### src/epwm_pkg.sv
// package: register map, field positions and types for the enhanced pwm unit
package epwm_pkg;
   // register offsets (byte addresses, one word each)
   localparam logic [7:0] OFF_COUNTER  = 8'h00;
   localparam logic [7:0] OFF_TCTRL    = 8'h04;
   localparam logic [7:0] OFF_LIMIT    = 8'h08;
   localparam logic [7:0] OFF_DUTY_LO  = 8'h0C;
   localparam logic [7:0] OFF_DUTY_HI  = 8'h10;
   localparam logic [7:0] OFF_UCTRL    = 8'h14;
   localparam logic [7:0] OFF_SHUT     = 8'h18;
   localparam logic [7:0] OFF_RESTART  = 8'h1C;
   localparam logic [7:0] OFF_FLAGS1   = 8'h20;
   localparam logic [7:0] OFF_FLAGS2   = 8'h24;
   localparam logic [7:0] OFF_IRQ_EN   = 8'h28;
   localparam logic [7:0] OFF_IRQ_CLR  = 8'h2C;
   localparam logic [7:0] OFF_PWR      = 8'h30;
   localparam logic [7:0] OFF_DIR      = 8'h34;
   // reset values: unit registers clear, except limit and dir which reset to all ones
   localparam logic [7:0] RST_BYTE     = 8'h00;
   localparam logic [7:0] RST_LIMIT    = 8'hFF;
   localparam logic [7:0] RST_DIR      = 8'hFF;
   // field positions
   localparam int TCTRL_ON      = 2;
   localparam int UCTRL_DC_LSB  = 4;
   localparam int UCTRL_M_LSB   = 6;
   localparam int SHUT_ASE      = 7;
   localparam int SHUT_SRC_LSB  = 4;
   localparam int SHUT_AC_LSB   = 2;
   localparam int RESTART_EN    = 7;
   localparam int FLAGS1_PERIOD = 1;
   localparam int FLAGS2_OSCF   = 7;
   localparam int PWR_FSCM      = 2;
   // masks of implemented bits; the two REDUCED masks apply on the reduced-pin variant only
   localparam logic [7:0] SHUT_REDUCED_MASK    = 8'hFC;
   localparam logic [7:0] RESTART_REDUCED_MASK = 8'h80;
   localparam logic [7:0] TCTRL_MASK           = 8'h7F;
   localparam logic [7:0] FLAGS2_MASK          = 8'h80;
   localparam logic [7:0] IRQ_MASK             = 8'h03;
   // power mode encoding written by software
   localparam logic [1:0] PWR_RUN      = 2'h0;
   localparam logic [1:0] PWR_PRIMARY_CLOCK_IDLE_MODE = 2'h1;
   localparam logic [1:0] PWR_LP_IDLE  = 2'h2;
   localparam logic [1:0] PWR_SLEEP    = 2'h3;
   // bit positions in the event status register
   localparam int EV_PERIOD = 0;
   localparam int EV_OSCF   = 1;
   // clock source currently feeding the unit
   typedef enum logic [1:0] {
      src_primary,
      src_low_power,
      src_internal
   } clk_src_e;
   // register bus request
   typedef struct packed {
      logic [7:0] addr;
      logic [7:0] wdata;
      logic       wr;
      logic       rd;
   } bus_req_s;
   // pwm pin group
   typedef struct packed {
      logic [3:0] level;
      logic [3:0] oe;
   } pwm_pins_s;
endpackage : epwm_pkg

### src/epwm_unit.sv
// module: enhanced pwm unit with period timer, power and clock-fail handling
// Functional notes
// - deep sleep freezes timer and pins, registers still take writes
// - driven pwm pins hold level while asleep
// - wake resumes from frozen state unchanged
// - primary idle keeps primary clock rate
// - low-power idle uses its tick, sleep none
// - clock fail switches internal, sets flag
// - after failure keep running on internal
// - reset inputs all pins, clears registers but limit, dir
// - reset comes up single-output basic mode
// - reduced variant hides delay, bd-shutdown bits
module epwm_unit #(
   parameter bit REDUCED_PINS = 1'b0
) (
   // clock and reset
   input  wire logic              sys_clk,
   input  wire logic              nrst,
   // register port
   input  wire epwm_pkg::bus_req_s bus,
   output logic [7:0]             rdata,
   // clock ticks from the oscillator block (async)
   input  wire logic              primary_tick,
   input  wire logic              low_power_tick,
   input  wire logic              internal_osc_tick,
   input  wire logic              primary_clock_fail,
   // shutdown sources (async)
   input  wire logic              fault_n,
   input  wire logic [1:0]        comparator,
   // pwm pins
   output epwm_pkg::pwm_pins_s    pins,
   // interrupt
   output logic                   irq
);

   // synchronisers: first stage read only by second stage
   logic [7:0] sync_a;
   logic [7:0] sync_b;
   always_ff @(posedge sys_clk or negedge nrst) begin
      if (!nrst) begin
         sync_a <= 8'h00;
         sync_b <= 8'h00;
      end else begin
         sync_a <= {comparator, ~fault_n, primary_clock_fail,
                    internal_osc_tick, low_power_tick, primary_tick, 1'b0};
         sync_b <= sync_a;
      end
   end

   logic       s_pri_tick;
   logic       s_lp_tick;
   logic       s_int_tick;
   logic       s_fail;
   logic       s_fault;
   logic [1:0] s_cmp;
   assign s_pri_tick = sync_b[1];
   assign s_lp_tick  = sync_b[2];
   assign s_int_tick = sync_b[3];
   assign s_fail     = sync_b[4];
   assign s_fault    = sync_b[5];
   assign s_cmp      = sync_b[7:6];

   // edge memory of the tick inputs
   logic [2:0] tick_prev;
   always_ff @(posedge sys_clk or negedge nrst) begin
      if (!nrst) tick_prev <= 3'h0;
      else       tick_prev <= {s_int_tick, s_lp_tick, s_pri_tick};
   end

   // registers
   logic [7:0] counter;
   logic [7:0] tctrl;
   logic [7:0] limit;
   logic [7:0] duty_lo;
   logic [7:0] duty_hi;
   logic [7:0] uctrl;
   logic [7:0] shut;
   logic [7:0] restart;
   logic [7:0] flags1;
   logic [7:0] flags2;
   logic [7:0] irq_en;
   logic [7:0] pwr;
   logic [7:0] dir;
   logic [1:0] status;
   epwm_pkg::clk_src_e clk_src;

   // write masks of the optional fields
   function automatic logic [7:0] variant_mask(input logic [7:0] full,
                                               input logic [7:0] red);
      variant_mask = REDUCED_PINS ? red : full;
   endfunction : variant_mask

   logic       wr_hit;
   logic [1:0] pmode;
   logic       sleeping;
   assign pmode    = pwr[1:0];
   assign sleeping = (pmode == epwm_pkg::PWR_SLEEP);

   // clock source selection
   // fail forces internal
   always_ff @(posedge sys_clk or negedge nrst) begin
      if (!nrst) begin
         clk_src <= epwm_pkg::src_primary;
      end else if (pwr[epwm_pkg::PWR_FSCM] && s_fail) begin
         clk_src <= epwm_pkg::src_internal;
      end else if (clk_src != epwm_pkg::src_internal) begin
         if (pmode == epwm_pkg::PWR_LP_IDLE) clk_src <= epwm_pkg::src_low_power;
         else                                clk_src <= epwm_pkg::src_primary;
      end
   end

   logic tick;
   always_comb begin
      case (clk_src)
         epwm_pkg::src_primary:   tick = s_pri_tick & ~tick_prev[0];
         epwm_pkg::src_low_power: tick = s_lp_tick & ~tick_prev[1];
         epwm_pkg::src_internal:  tick = s_int_tick & ~tick_prev[2];
         default:                 tick = 1'b0;
      endcase
   end

   logic advance;
   assign advance = tick & ~sleeping & tctrl[epwm_pkg::TCTRL_ON];

   // period timer and duty latch
   logic       period_end;
   logic [9:0] duty_latched;
   logic [9:0] phase;
   logic [1:0] sub;
   assign period_end = advance && (sub == 2'h3) && (counter == limit);
   assign phase      = {counter, sub};
   assign wr_hit     = bus.wr;

   always_ff @(posedge sys_clk or negedge nrst) begin
      if (!nrst) begin
         counter <= epwm_pkg::RST_BYTE;
         sub     <= 2'h0;
      end else if (wr_hit && bus.addr == epwm_pkg::OFF_COUNTER) begin
         counter <= bus.wdata;
         sub     <= 2'h0;
      end else if (advance) begin
         sub <= sub + 2'h1;
         if (sub == 2'h3) counter <= (counter == limit) ? 8'h00 : counter + 8'h01;
      end
   end

   always_ff @(posedge sys_clk or negedge nrst) begin
      if (!nrst)           duty_latched <= 10'h000;
      else if (period_end) duty_latched <= {duty_lo, uctrl[5:4]};
   end

   // auto-shutdown condition
   logic shut_cond;
   always_comb begin
      case (shut[6:4])
         3'h1:    shut_cond = s_cmp[0];
         3'h2:    shut_cond = s_cmp[1];
         3'h3:    shut_cond = |s_cmp;
         3'h4:    shut_cond = s_fault;
         3'h5:    shut_cond = s_fault | s_cmp[0];
         3'h6:    shut_cond = s_fault | s_cmp[1];
         3'h7:    shut_cond = s_fault | (|s_cmp);
         default: shut_cond = 1'b0;
      endcase
   end

   // pwm level and shutdown hold for the period
   logic pwm_raw;
   logic shut_active;
   always_ff @(posedge sys_clk or negedge nrst) begin
      if (!nrst) begin
         pwm_raw     <= 1'b0;
         shut_active <= 1'b0;
      end else if (advance) begin
         pwm_raw <= (phase < duty_latched);
         if (period_end) shut_active <= shut[epwm_pkg::SHUT_ASE];
      end
   end

   // pin drive: single output until a nonzero mode in uctrl[7:6] selected
   // pins frozen while asleep
   always_ff @(posedge sys_clk or negedge nrst) begin
      if (!nrst) begin
         pins <= '0;
      end else if (!sleeping) begin
         logic pol_a;
         logic pol_b;
         logic act;
         pol_a = uctrl[1];
         pol_b = uctrl[0];
         act   = (uctrl[3:2] == 2'h3);
         for (int i = 0; i < 4; i++) begin
            logic lvl;
            logic en;
            lvl = pwm_raw ^ ((i % 2 == 0) ? pol_a : pol_b);
            en  = act && !dir[i] && (uctrl[7:6] != 2'h0 || i == 0);
            if (i == 1 && uctrl[7:6] == 2'h2) lvl = ~lvl;
            if (shut_active || shut[epwm_pkg::SHUT_ASE]) begin
               logic [1:0] st;
               st  = (i % 2 == 0) ? shut[3:2] : shut[1:0];
               lvl = st[0];
               en  = en && !st[1];
            end
            pins.level[i] <= lvl;
            pins.oe[i]    <= en;
         end
      end
   end

   // register writes
   // registers clear on reset, except limit and dir which load all ones
   always_ff @(posedge sys_clk or negedge nrst) begin
      if (!nrst) begin
         tctrl   <= epwm_pkg::RST_BYTE;
         limit   <= epwm_pkg::RST_LIMIT;
         duty_lo <= epwm_pkg::RST_BYTE;
         duty_hi <= epwm_pkg::RST_BYTE;
         uctrl   <= epwm_pkg::RST_BYTE;
         restart <= epwm_pkg::RST_BYTE;
         irq_en  <= epwm_pkg::RST_BYTE;
         pwr     <= epwm_pkg::RST_BYTE;
         dir     <= epwm_pkg::RST_DIR;
      end else if (wr_hit) begin
         case (bus.addr)
            epwm_pkg::OFF_TCTRL:   tctrl   <= bus.wdata & epwm_pkg::TCTRL_MASK;
            epwm_pkg::OFF_LIMIT:   limit   <= bus.wdata;
            epwm_pkg::OFF_DUTY_LO: duty_lo <= bus.wdata;
            epwm_pkg::OFF_DUTY_HI: duty_hi <= bus.wdata;
            epwm_pkg::OFF_UCTRL:   uctrl   <= bus.wdata;
            epwm_pkg::OFF_RESTART: restart <= bus.wdata &
               variant_mask(8'hFF, epwm_pkg::RESTART_REDUCED_MASK);
            epwm_pkg::OFF_IRQ_EN:  irq_en  <= bus.wdata & epwm_pkg::IRQ_MASK;
            epwm_pkg::OFF_PWR:     pwr     <= bus.wdata;
            epwm_pkg::OFF_DIR:     dir     <= bus.wdata;
            default: ;
         endcase
      end
   end

   // shutdown control: sets on event, clear refused while active
   always_ff @(posedge sys_clk or negedge nrst) begin
      if (!nrst) begin
         shut <= epwm_pkg::RST_BYTE;
      end else begin
         logic [7:0] nv;
         nv = shut;
         if (wr_hit && bus.addr == epwm_pkg::OFF_SHUT) begin
            nv = bus.wdata & variant_mask(8'hFF, epwm_pkg::SHUT_REDUCED_MASK);
            if (shut_cond) nv[epwm_pkg::SHUT_ASE] = 1'b1;
         end
         if (shut_cond) nv[epwm_pkg::SHUT_ASE] = 1'b1;
         else if (restart[epwm_pkg::RESTART_EN] && shut[epwm_pkg::SHUT_ASE]
                  && !(wr_hit && bus.addr == epwm_pkg::OFF_SHUT))
            nv[epwm_pkg::SHUT_ASE] = 1'b0;
         shut <= nv;
      end
   end

   // peripheral flags: hardware set wins over software write
   always_ff @(posedge sys_clk or negedge nrst) begin
      if (!nrst) begin
         flags1 <= epwm_pkg::RST_BYTE;
         flags2 <= epwm_pkg::RST_BYTE;
      end else begin
         if (wr_hit && bus.addr == epwm_pkg::OFF_FLAGS1) flags1 <= bus.wdata;
         if (period_end) flags1[epwm_pkg::FLAGS1_PERIOD] <= 1'b1;
         if (wr_hit && bus.addr == epwm_pkg::OFF_FLAGS2)
            flags2 <= bus.wdata & epwm_pkg::FLAGS2_MASK;
         if (pwr[epwm_pkg::PWR_FSCM] && s_fail)
            flags2[epwm_pkg::FLAGS2_OSCF] <= 1'b1;
      end
   end

   // sticky event status, write-one clear, set wins
   always_ff @(posedge sys_clk or negedge nrst) begin
      if (!nrst) begin
         status <= 2'h0;
      end else begin
         logic [1:0] setv;
         logic [1:0] clrv;
         setv = {pwr[epwm_pkg::PWR_FSCM] & s_fail, period_end};
         clrv = (wr_hit && bus.addr == epwm_pkg::OFF_IRQ_CLR) ?
                bus.wdata[1:0] : 2'h0;
         status <= (status & ~clrv) | setv;
      end
   end

   always_ff @(posedge sys_clk or negedge nrst) begin
      if (!nrst) irq <= 1'b0;
      else       irq <= |(status & irq_en[1:0]);
   end

   // read data, one cycle after the strobe
   always_ff @(posedge sys_clk or negedge nrst) begin
      if (!nrst) begin
         rdata <= 8'h00;
      end else if (bus.rd) begin
         case (bus.addr)
            epwm_pkg::OFF_COUNTER: rdata <= counter;
            epwm_pkg::OFF_TCTRL:   rdata <= tctrl;
            epwm_pkg::OFF_LIMIT:   rdata <= limit;
            epwm_pkg::OFF_DUTY_LO: rdata <= duty_lo;
            epwm_pkg::OFF_DUTY_HI: rdata <= duty_hi;
            epwm_pkg::OFF_UCTRL:   rdata <= uctrl;
            epwm_pkg::OFF_SHUT:    rdata <= shut;
            epwm_pkg::OFF_RESTART: rdata <= restart;
            epwm_pkg::OFF_FLAGS1:  rdata <= flags1;
            epwm_pkg::OFF_FLAGS2:  rdata <= flags2;
            epwm_pkg::OFF_IRQ_EN:  rdata <= irq_en;
            epwm_pkg::OFF_IRQ_CLR: rdata <= {6'h00, status};
            // clock source in [3:2] over the mode in [1:0]
            epwm_pkg::OFF_PWR:     rdata <= {4'h0, clk_src, pwr[1:0]};
            epwm_pkg::OFF_DIR:     rdata <= dir;
            default:               rdata <= 8'h00;
         endcase
      end else begin
         rdata <= 8'h00;
      end
   end

endmodule : epwm_unit

### config.mk
export PLATFORM = sky130hd
export DESIGN_NAME = epwm_unit
export DESIGN_NICKNAME = d
export VERILOG_FILES = /design/src/epwm_pkg.sv /design/src/epwm_unit.sv
export SDC_FILE = /design/constraint.sdc
export NUM_CORES = 1
export LEC_CHECK = 0
export BUFFER_PORTS_ARGS = -buffer_cell sky130_fd_sc_hd__buf_4
export CORE_UTILIZATION = 30
export DETAILED_ROUTE_END_ITERATION = 16
export GPL_TIMING_DRIVEN = 0
export PLACE_DENSITY = 0.53
export SLEW_MARGIN = 30
export SYNTH_ARGS = -nofsm -noshare
export SYNTH_HDL_FRONTEND = slang
export SYNTH_SLANG_ARGS = --single-unit
### constraint.sdc
create_clock -name sys_clk -period 1.82 [get_ports sys_clk]
set_input_delay 0.182 -clock sys_clk [delete_from_list [all_inputs] [get_ports sys_clk]]
set_output_delay 0.182 -clock sys_clk [all_outputs]
set_load 0.005 [all_outputs]
Word level (Yosys, flattened, before mapping)
Index checks and enable logic that the tools add are counted.
- output and inout port bits: 17
- logic and storage cells: 161
- flip-flop bits (word level): 137
- mux-type cells: 29
- reductions and logical operators: 51
- bitwise operators: 21
- add/subtract/negate cells: 2
- $lt $le $gt $ge: 1
- equal/unequal tests: 29
- operator list (kind ; count):
    case mux 8 bit (14 select lines) ; 1
    2-to-1 mux 8 bit ; 7
    equality test 8 x 6 -> 1 bit (second input constant) ; 6
    equality test 8 x 5 -> 1 bit (second input constant) ; 4
    AND reduction 2 bit ; 11
    logical AND 1 bit ; 21
    equality test 8 x 4 -> 1 bit (second input constant) ; 2
    2-to-1 mux 1 bit ; 13
    equality test 2 bit (second input constant) ; 6
    equality test 3 bit (second input constant) ; 4
    2-to-1 mux 2 bit ; 6
    nonzero test 2 bit ; 6
    < comparator 10 bit ; 1
    adder 8 x 1 -> 8 bit (second input constant) ; 1
    equality test 8 x 3 -> 1 bit (second input constant) ; 1
    equality test 8 bit ; 1
    zero test 8 bit ; 1
    zero test 1 bit ; 7
    case mux 1 bit (7 select lines) ; 1
    bitwise AND 1 bit ; 6
    equality test 3 x 2 -> 1 bit (second input constant) ; 2
    inverter 1 bit ; 6
    bitwise AND 2 bit ; 2
    OR reduction 2 bit ; 2
    12 further kinds ; 15

Depth between registers and ports, before layout
- depth after elaboration: 8
- mapped depth: 8
- depth with buffers taken out: 7

Worst setup path after synthesis
Ideal clock, no wire load.
- path kind: flip-flop to flip-flop
- start: register counter[4]
- end: register duty_latched[2]
- slack: -0.105 ns
- required time: 1.692 ns
- library setup time: 0.128 ns
- stages on the path, launching flop included: 8
- path buffers: 2
- arrival time: 1.797 ns
- path through: dfrtp_1 > buf_2 > xor2_1 > nor4_2 > nand2_1 > nor2_2 > buf_4 > mux2_1
- cells in the longest elaborated chain, start to end: 2
- RTL lines (item ; line ; source):
    start: declaration ; epwm_unit.sv:71 ; logic [7:0] counter;
    start signal: assignment ; epwm_unit.sv:136 ; counter <= epwm_pkg::RST_BYTE;
    start signal: assignment ; epwm_unit.sv:139 ; counter <= bus.wdata;
    start signal: assignment ; epwm_unit.sv:143 ; if (sub == 2'h3) counter <= (counter == limit) ? 8'h00 : counter + 8'h01;
    equality test 8 bit ; epwm_unit.sv:130 ; assign period_end = advance && (sub == 2'h3) && (counter == limit);
    logical AND 1 bit ; epwm_unit.sv:130 ;
    end signal: assignment ; epwm_unit.sv:149 ; else if (period_end) duty_latched <= {duty_lo, uctrl[5:4]};
    end: declaration ; epwm_unit.sv:127 ; logic [9:0] duty_latched;
Every way passes these cells.
A chain may end at the register's enable or synchronous reset.

Worst setup path after layout
- start: register limit[2]
- end: register duty_latched[7]
- cells in the longest elaborated chain, start to end: 2
- RTL lines (item ; line ; source):
    start: declaration ; epwm_unit.sv:73 ; logic [7:0] limit;
    start signal: assignment ; epwm_unit.sv:215 ; limit <= epwm_pkg::RST_LIMIT;
    start signal: assignment ; epwm_unit.sv:226 ; epwm_pkg::OFF_LIMIT: limit <= bus.wdata;
    equality test 8 bit ; epwm_unit.sv:130 ;
    logical AND 1 bit ; epwm_unit.sv:130 ;
Every way passes these cells.

==> out/results.ini <==
[synth]
syn_avg_cell_area_um2 = 12.5
syn_area_um2 = 6520
ys.flop_type = dfrtp_1
asyncSetResetFlopFracSynth = 1.00
synth_cell_type_count = 64
synth_largest_type_area_fraction = 0.461
synthesis_warning_total = 0
cells_taking_the_most_area_after_synthesis = dfrtp_1 46%, mux2_2 12%, dfstp_2 6.4%
synth_nets = 561
synth.ff_latch_count = 136
syn-instance-count = 523
netlist.top_cell.by_area = dfrtp_1
synth_seq_area_share = 0.525
synth_edf_count = 0

[routing]
initialDrtViolationCount = 383
wl_per_cell_um = 20.4
detail_route.first_pass.iterations = 5
drt_drc_violations_left = 0
dr_total_vias = 4724
detail-route-antenna-nets = 0
detail_route.wirelength_um = 18300
vias_per_cell = 5.26

[critical_path]
timing.critical_path.to_type = flop
cpPeakStageDelay_ns = 0.56
crit_path_max_fanout = 5
critPathSlowestCell = dfstp_2
crit_path_cell_trace = xor2_2 -> nor4_4 -> nand2_2 -> nor2_4 -> buf_6 -> mux2_4
critPathArrivalTime_ns = 2.21
critical_path.top_delay_family = simple AND/OR/NAND/NOR gates
crit_required_ns = 2.12
timing.critical_path.from_type = flop
worstPathBufferInverterCount = 1
criticalPathCategory = reg2reg

[cts]
tritoncts = done
cts_buffer_depth = 2
htree_num_levels = 4
clock-sinks = 136
cts.root.buffer_cell = clkbuf_16
clkSlewWorstSetupHoldPaths_ns = 0.06
cts_made_buffers = 17
clock_latency_late_sink_ns = 0.43

[run_status]
run_status = complete, but fails checks
violations_in_the_final_reports = setup timing

[finish]
areaGrowthSynthToFinish_pct = 27.2
layout.area.seq_um2 = 3430
final_core_utilization = 0.392
drive_above_1_share = 0.419
final.fill_count = 2011
design.final.nets = 648
area_occupied_by_multi_input_gates_um2 = 3100
antenna_cells = 0

[timing]
finalHoldWorstSlack_ns = 0.0291
min_period_over_period = 1.05
fmaxAchievable_mhz = 525
timing.final.setup_violations = 11
report.final.hold_viol_count = 0
grt_setup_unrepaired = true
tightest_slew_ns = 0.799
layout_setup_ws_ns = -0.0839
clock_skew_ns = 0.00936
count_of_final_max_slew_check_failures = 0
fin_crit_ns = 1.90
timing.max_slew.rel_slack = 0.465

[die]
top_level_ports = 44
die_area_um2 = 22300
floorplan.die.height_um = 149
floorplan.rows = 53
initial_core_util = 0.308
floorplan.core_area_um2 = 21200
die_width_um = 149

[power_and_ir_drop]
power.density_cell_area_nw_per_um2 = 994
peakVddDrop_mv = 0.723
p_leak_nw = 3.74
finalPower_mw = 8.24

[job]
drv.max_cap_violation_count = 0

[hold_path]
holdCritPathClass = in2reg

[global_routing]
grt.overflow.total = 0
antenna_violations_before_repair = 0
grt_max_degree = 89
grt_overall_usage = 0.174
via_count_of_the_first_global_routing_pass = 4756
global_route_wire_length_before_repair_um = 28500

[placed_design]
portBuffers = 33
dp_hpwl_um = 12500
gp_routability_congestion = 0.878

## final timing paths
kind | slack, ns | to | start | cells after the start
max | -0.08 | duty_latched[7] | limit[2] | 6
min | 0.03 | shut[1] | bus[3] | 2
max reg2reg | -0.08 | duty_latched[7] | limit[2] | 6
min reg2reg | 0.35 | sync_b[3] | sync_a[3] | 0
max in group asynchronous | 0.79 | counter[7] | nrst | 3
min in group asynchronous | 0.24 | duty_hi[1] | nrst | 2
## repair_timing
action	4_1_cts	5_1_grt
gates resized for setup	37	20
pin swaps	8	11
hold buffers	9	0
setup endpoints to repair	22	32
endpoints found under the hold margin	56	0
cloned	1	0
buffers inserted	11	15
## cells in the mapped netlist (7+ instances only)
library cell	instances
a22o_1	15
nor2_1	11
nand2_1	29
xor2_1	10
a32oi_1	8
nor3_1	7
buf_4	7
inv_1	14
buf_2	12
clkbuf_1	11
mux2_2	67
mux2_4	8
dfrtp_1	120
ha_1	11
dfstp_2	16
nand3_1	17
o21ai_0	21
a21oi_1	19
mux2i_1	11
mux2_1	14
a22oi_1	10
## stage by stage
| step | setup TNS [ns] | setup slack [ns] | instance area, um2 | std cells |
|---|---|---|---|---|
| after floorplan | -0.570 | -0.0634 | 6530 | 523 |
| after global placement | -24.89 | -0.410 | 7130 | 831 |
| after detailed placement | -26.83 | -0.407 | 7160 | 832 |
| after CTS | -1.42 | -0.144 | 8070 | 883 |
| after global routing | -1.37 | -0.126 | 8290 | 898 |
| final | -0.745 | -0.0839 | 8290 | 898 |
## power by group
part | switching (mW) | internal, mW | total [mW]
Sequential | 0.258 | 3.25 | 3.51
Clock | 1.43 | 2.09 | 3.51
Combinational | 0.629 | 0.591 | 1.22
Total | 2.31 | 5.93 | 8.24
## flip-flops by register name, indices dropped and copies added (netlist names), 3 cells and up
| register | cells |
|---|---|
| restart | 8 |
| pins | 7 |
| pwr | 3 |
| limit | 8 |
| dir | 8 |
| sync_b | 7 |
| shut | 8 |
| sync_a | 7 |
| duty_latched | 10 |
| tctrl | 7 |
| counter | 8 |
| rdata | 8 |
| duty_hi | 8 |
| tick_prev | 3 |
| uctrl | 8 |
| flags1 | 8 |
| duty_lo | 8 |
## worst register-to-register path, stage by stage (launching register included)
cell and delay [ns]:
dfstp_2 0.56, xor2_2 0.11, nor4_4 0.32, nand2_2 0.14, nor2_4 0.17, buf_6 0.17, mux2_4 0.31
## metal layers
layer / GRT usage / up-vias / share of wire
li1: - / 2119 / -
met1: 0.243 / 2428 / 0.47
met2: 0.258 / 159 / 0.45
met3: 0.0485 / 18 / 0.065
met4: 0.0582 / 0 / 0.015
met5: 0 / - / 0
## kinds of logic (layout without fill, tap and decap cells)
kind of cell             after synthesis  in the layout  synth area share
buffers and inverters                 48            148            0.0340
AO/OA/AOI/OAI                        101            101             0.107
AND/OR/NAND/NOR                      111            111             0.108
flip-flops                           136            136             0.525
multiplexers                         104            104             0.189
adder cells (fa/ha/maj)               11             11            0.0211
XOR/XNOR                              12             12            0.0161
## placed cells by master, fill, tap and decap left out, types with 4 or more instances in the layout
cell,netlist,layout
mux2_1,14,5
xor2_1,10,8
a22o_1,15,15
buf_1,4,4
dlygate4sd3_1,0,9
ha_1,11,8
mux2i_1,11,11
nor2_1,11,10
clkbuf_16,0,17
nor4b_4,3,4
dfrtp_1,120,111
buf_4,7,63
nand3_1,17,16
nand2_1,29,28
inv_1,14,14
mux4_2,4,4
clkbuf_1,11,8
mux2_4,8,17
a22oi_1,10,10
mux2_2,67,67
inv_6,0,5
buf_2,12,10
dfstp_2,16,16
and2_1,5,5
dfrtp_2,0,9
a32oi_1,8,8
o21ai_0,21,20
a31oi_1,4,4
nand4_1,6,6
a21oi_1,19,19
nor3_1,7,5
## final cells by class
type                    count  area share
flip-flops and latches    136       0.414
inverters                  14     0.00634
well taps                 275      0.0415
clock inverters            14      0.0195
plain buffers              32      0.0214
repair buffers             70      0.0708
clock buffers              18      0.0530
multi-input cells         339       0.373
No activity file was read; power rests on OpenSTA's default activity.
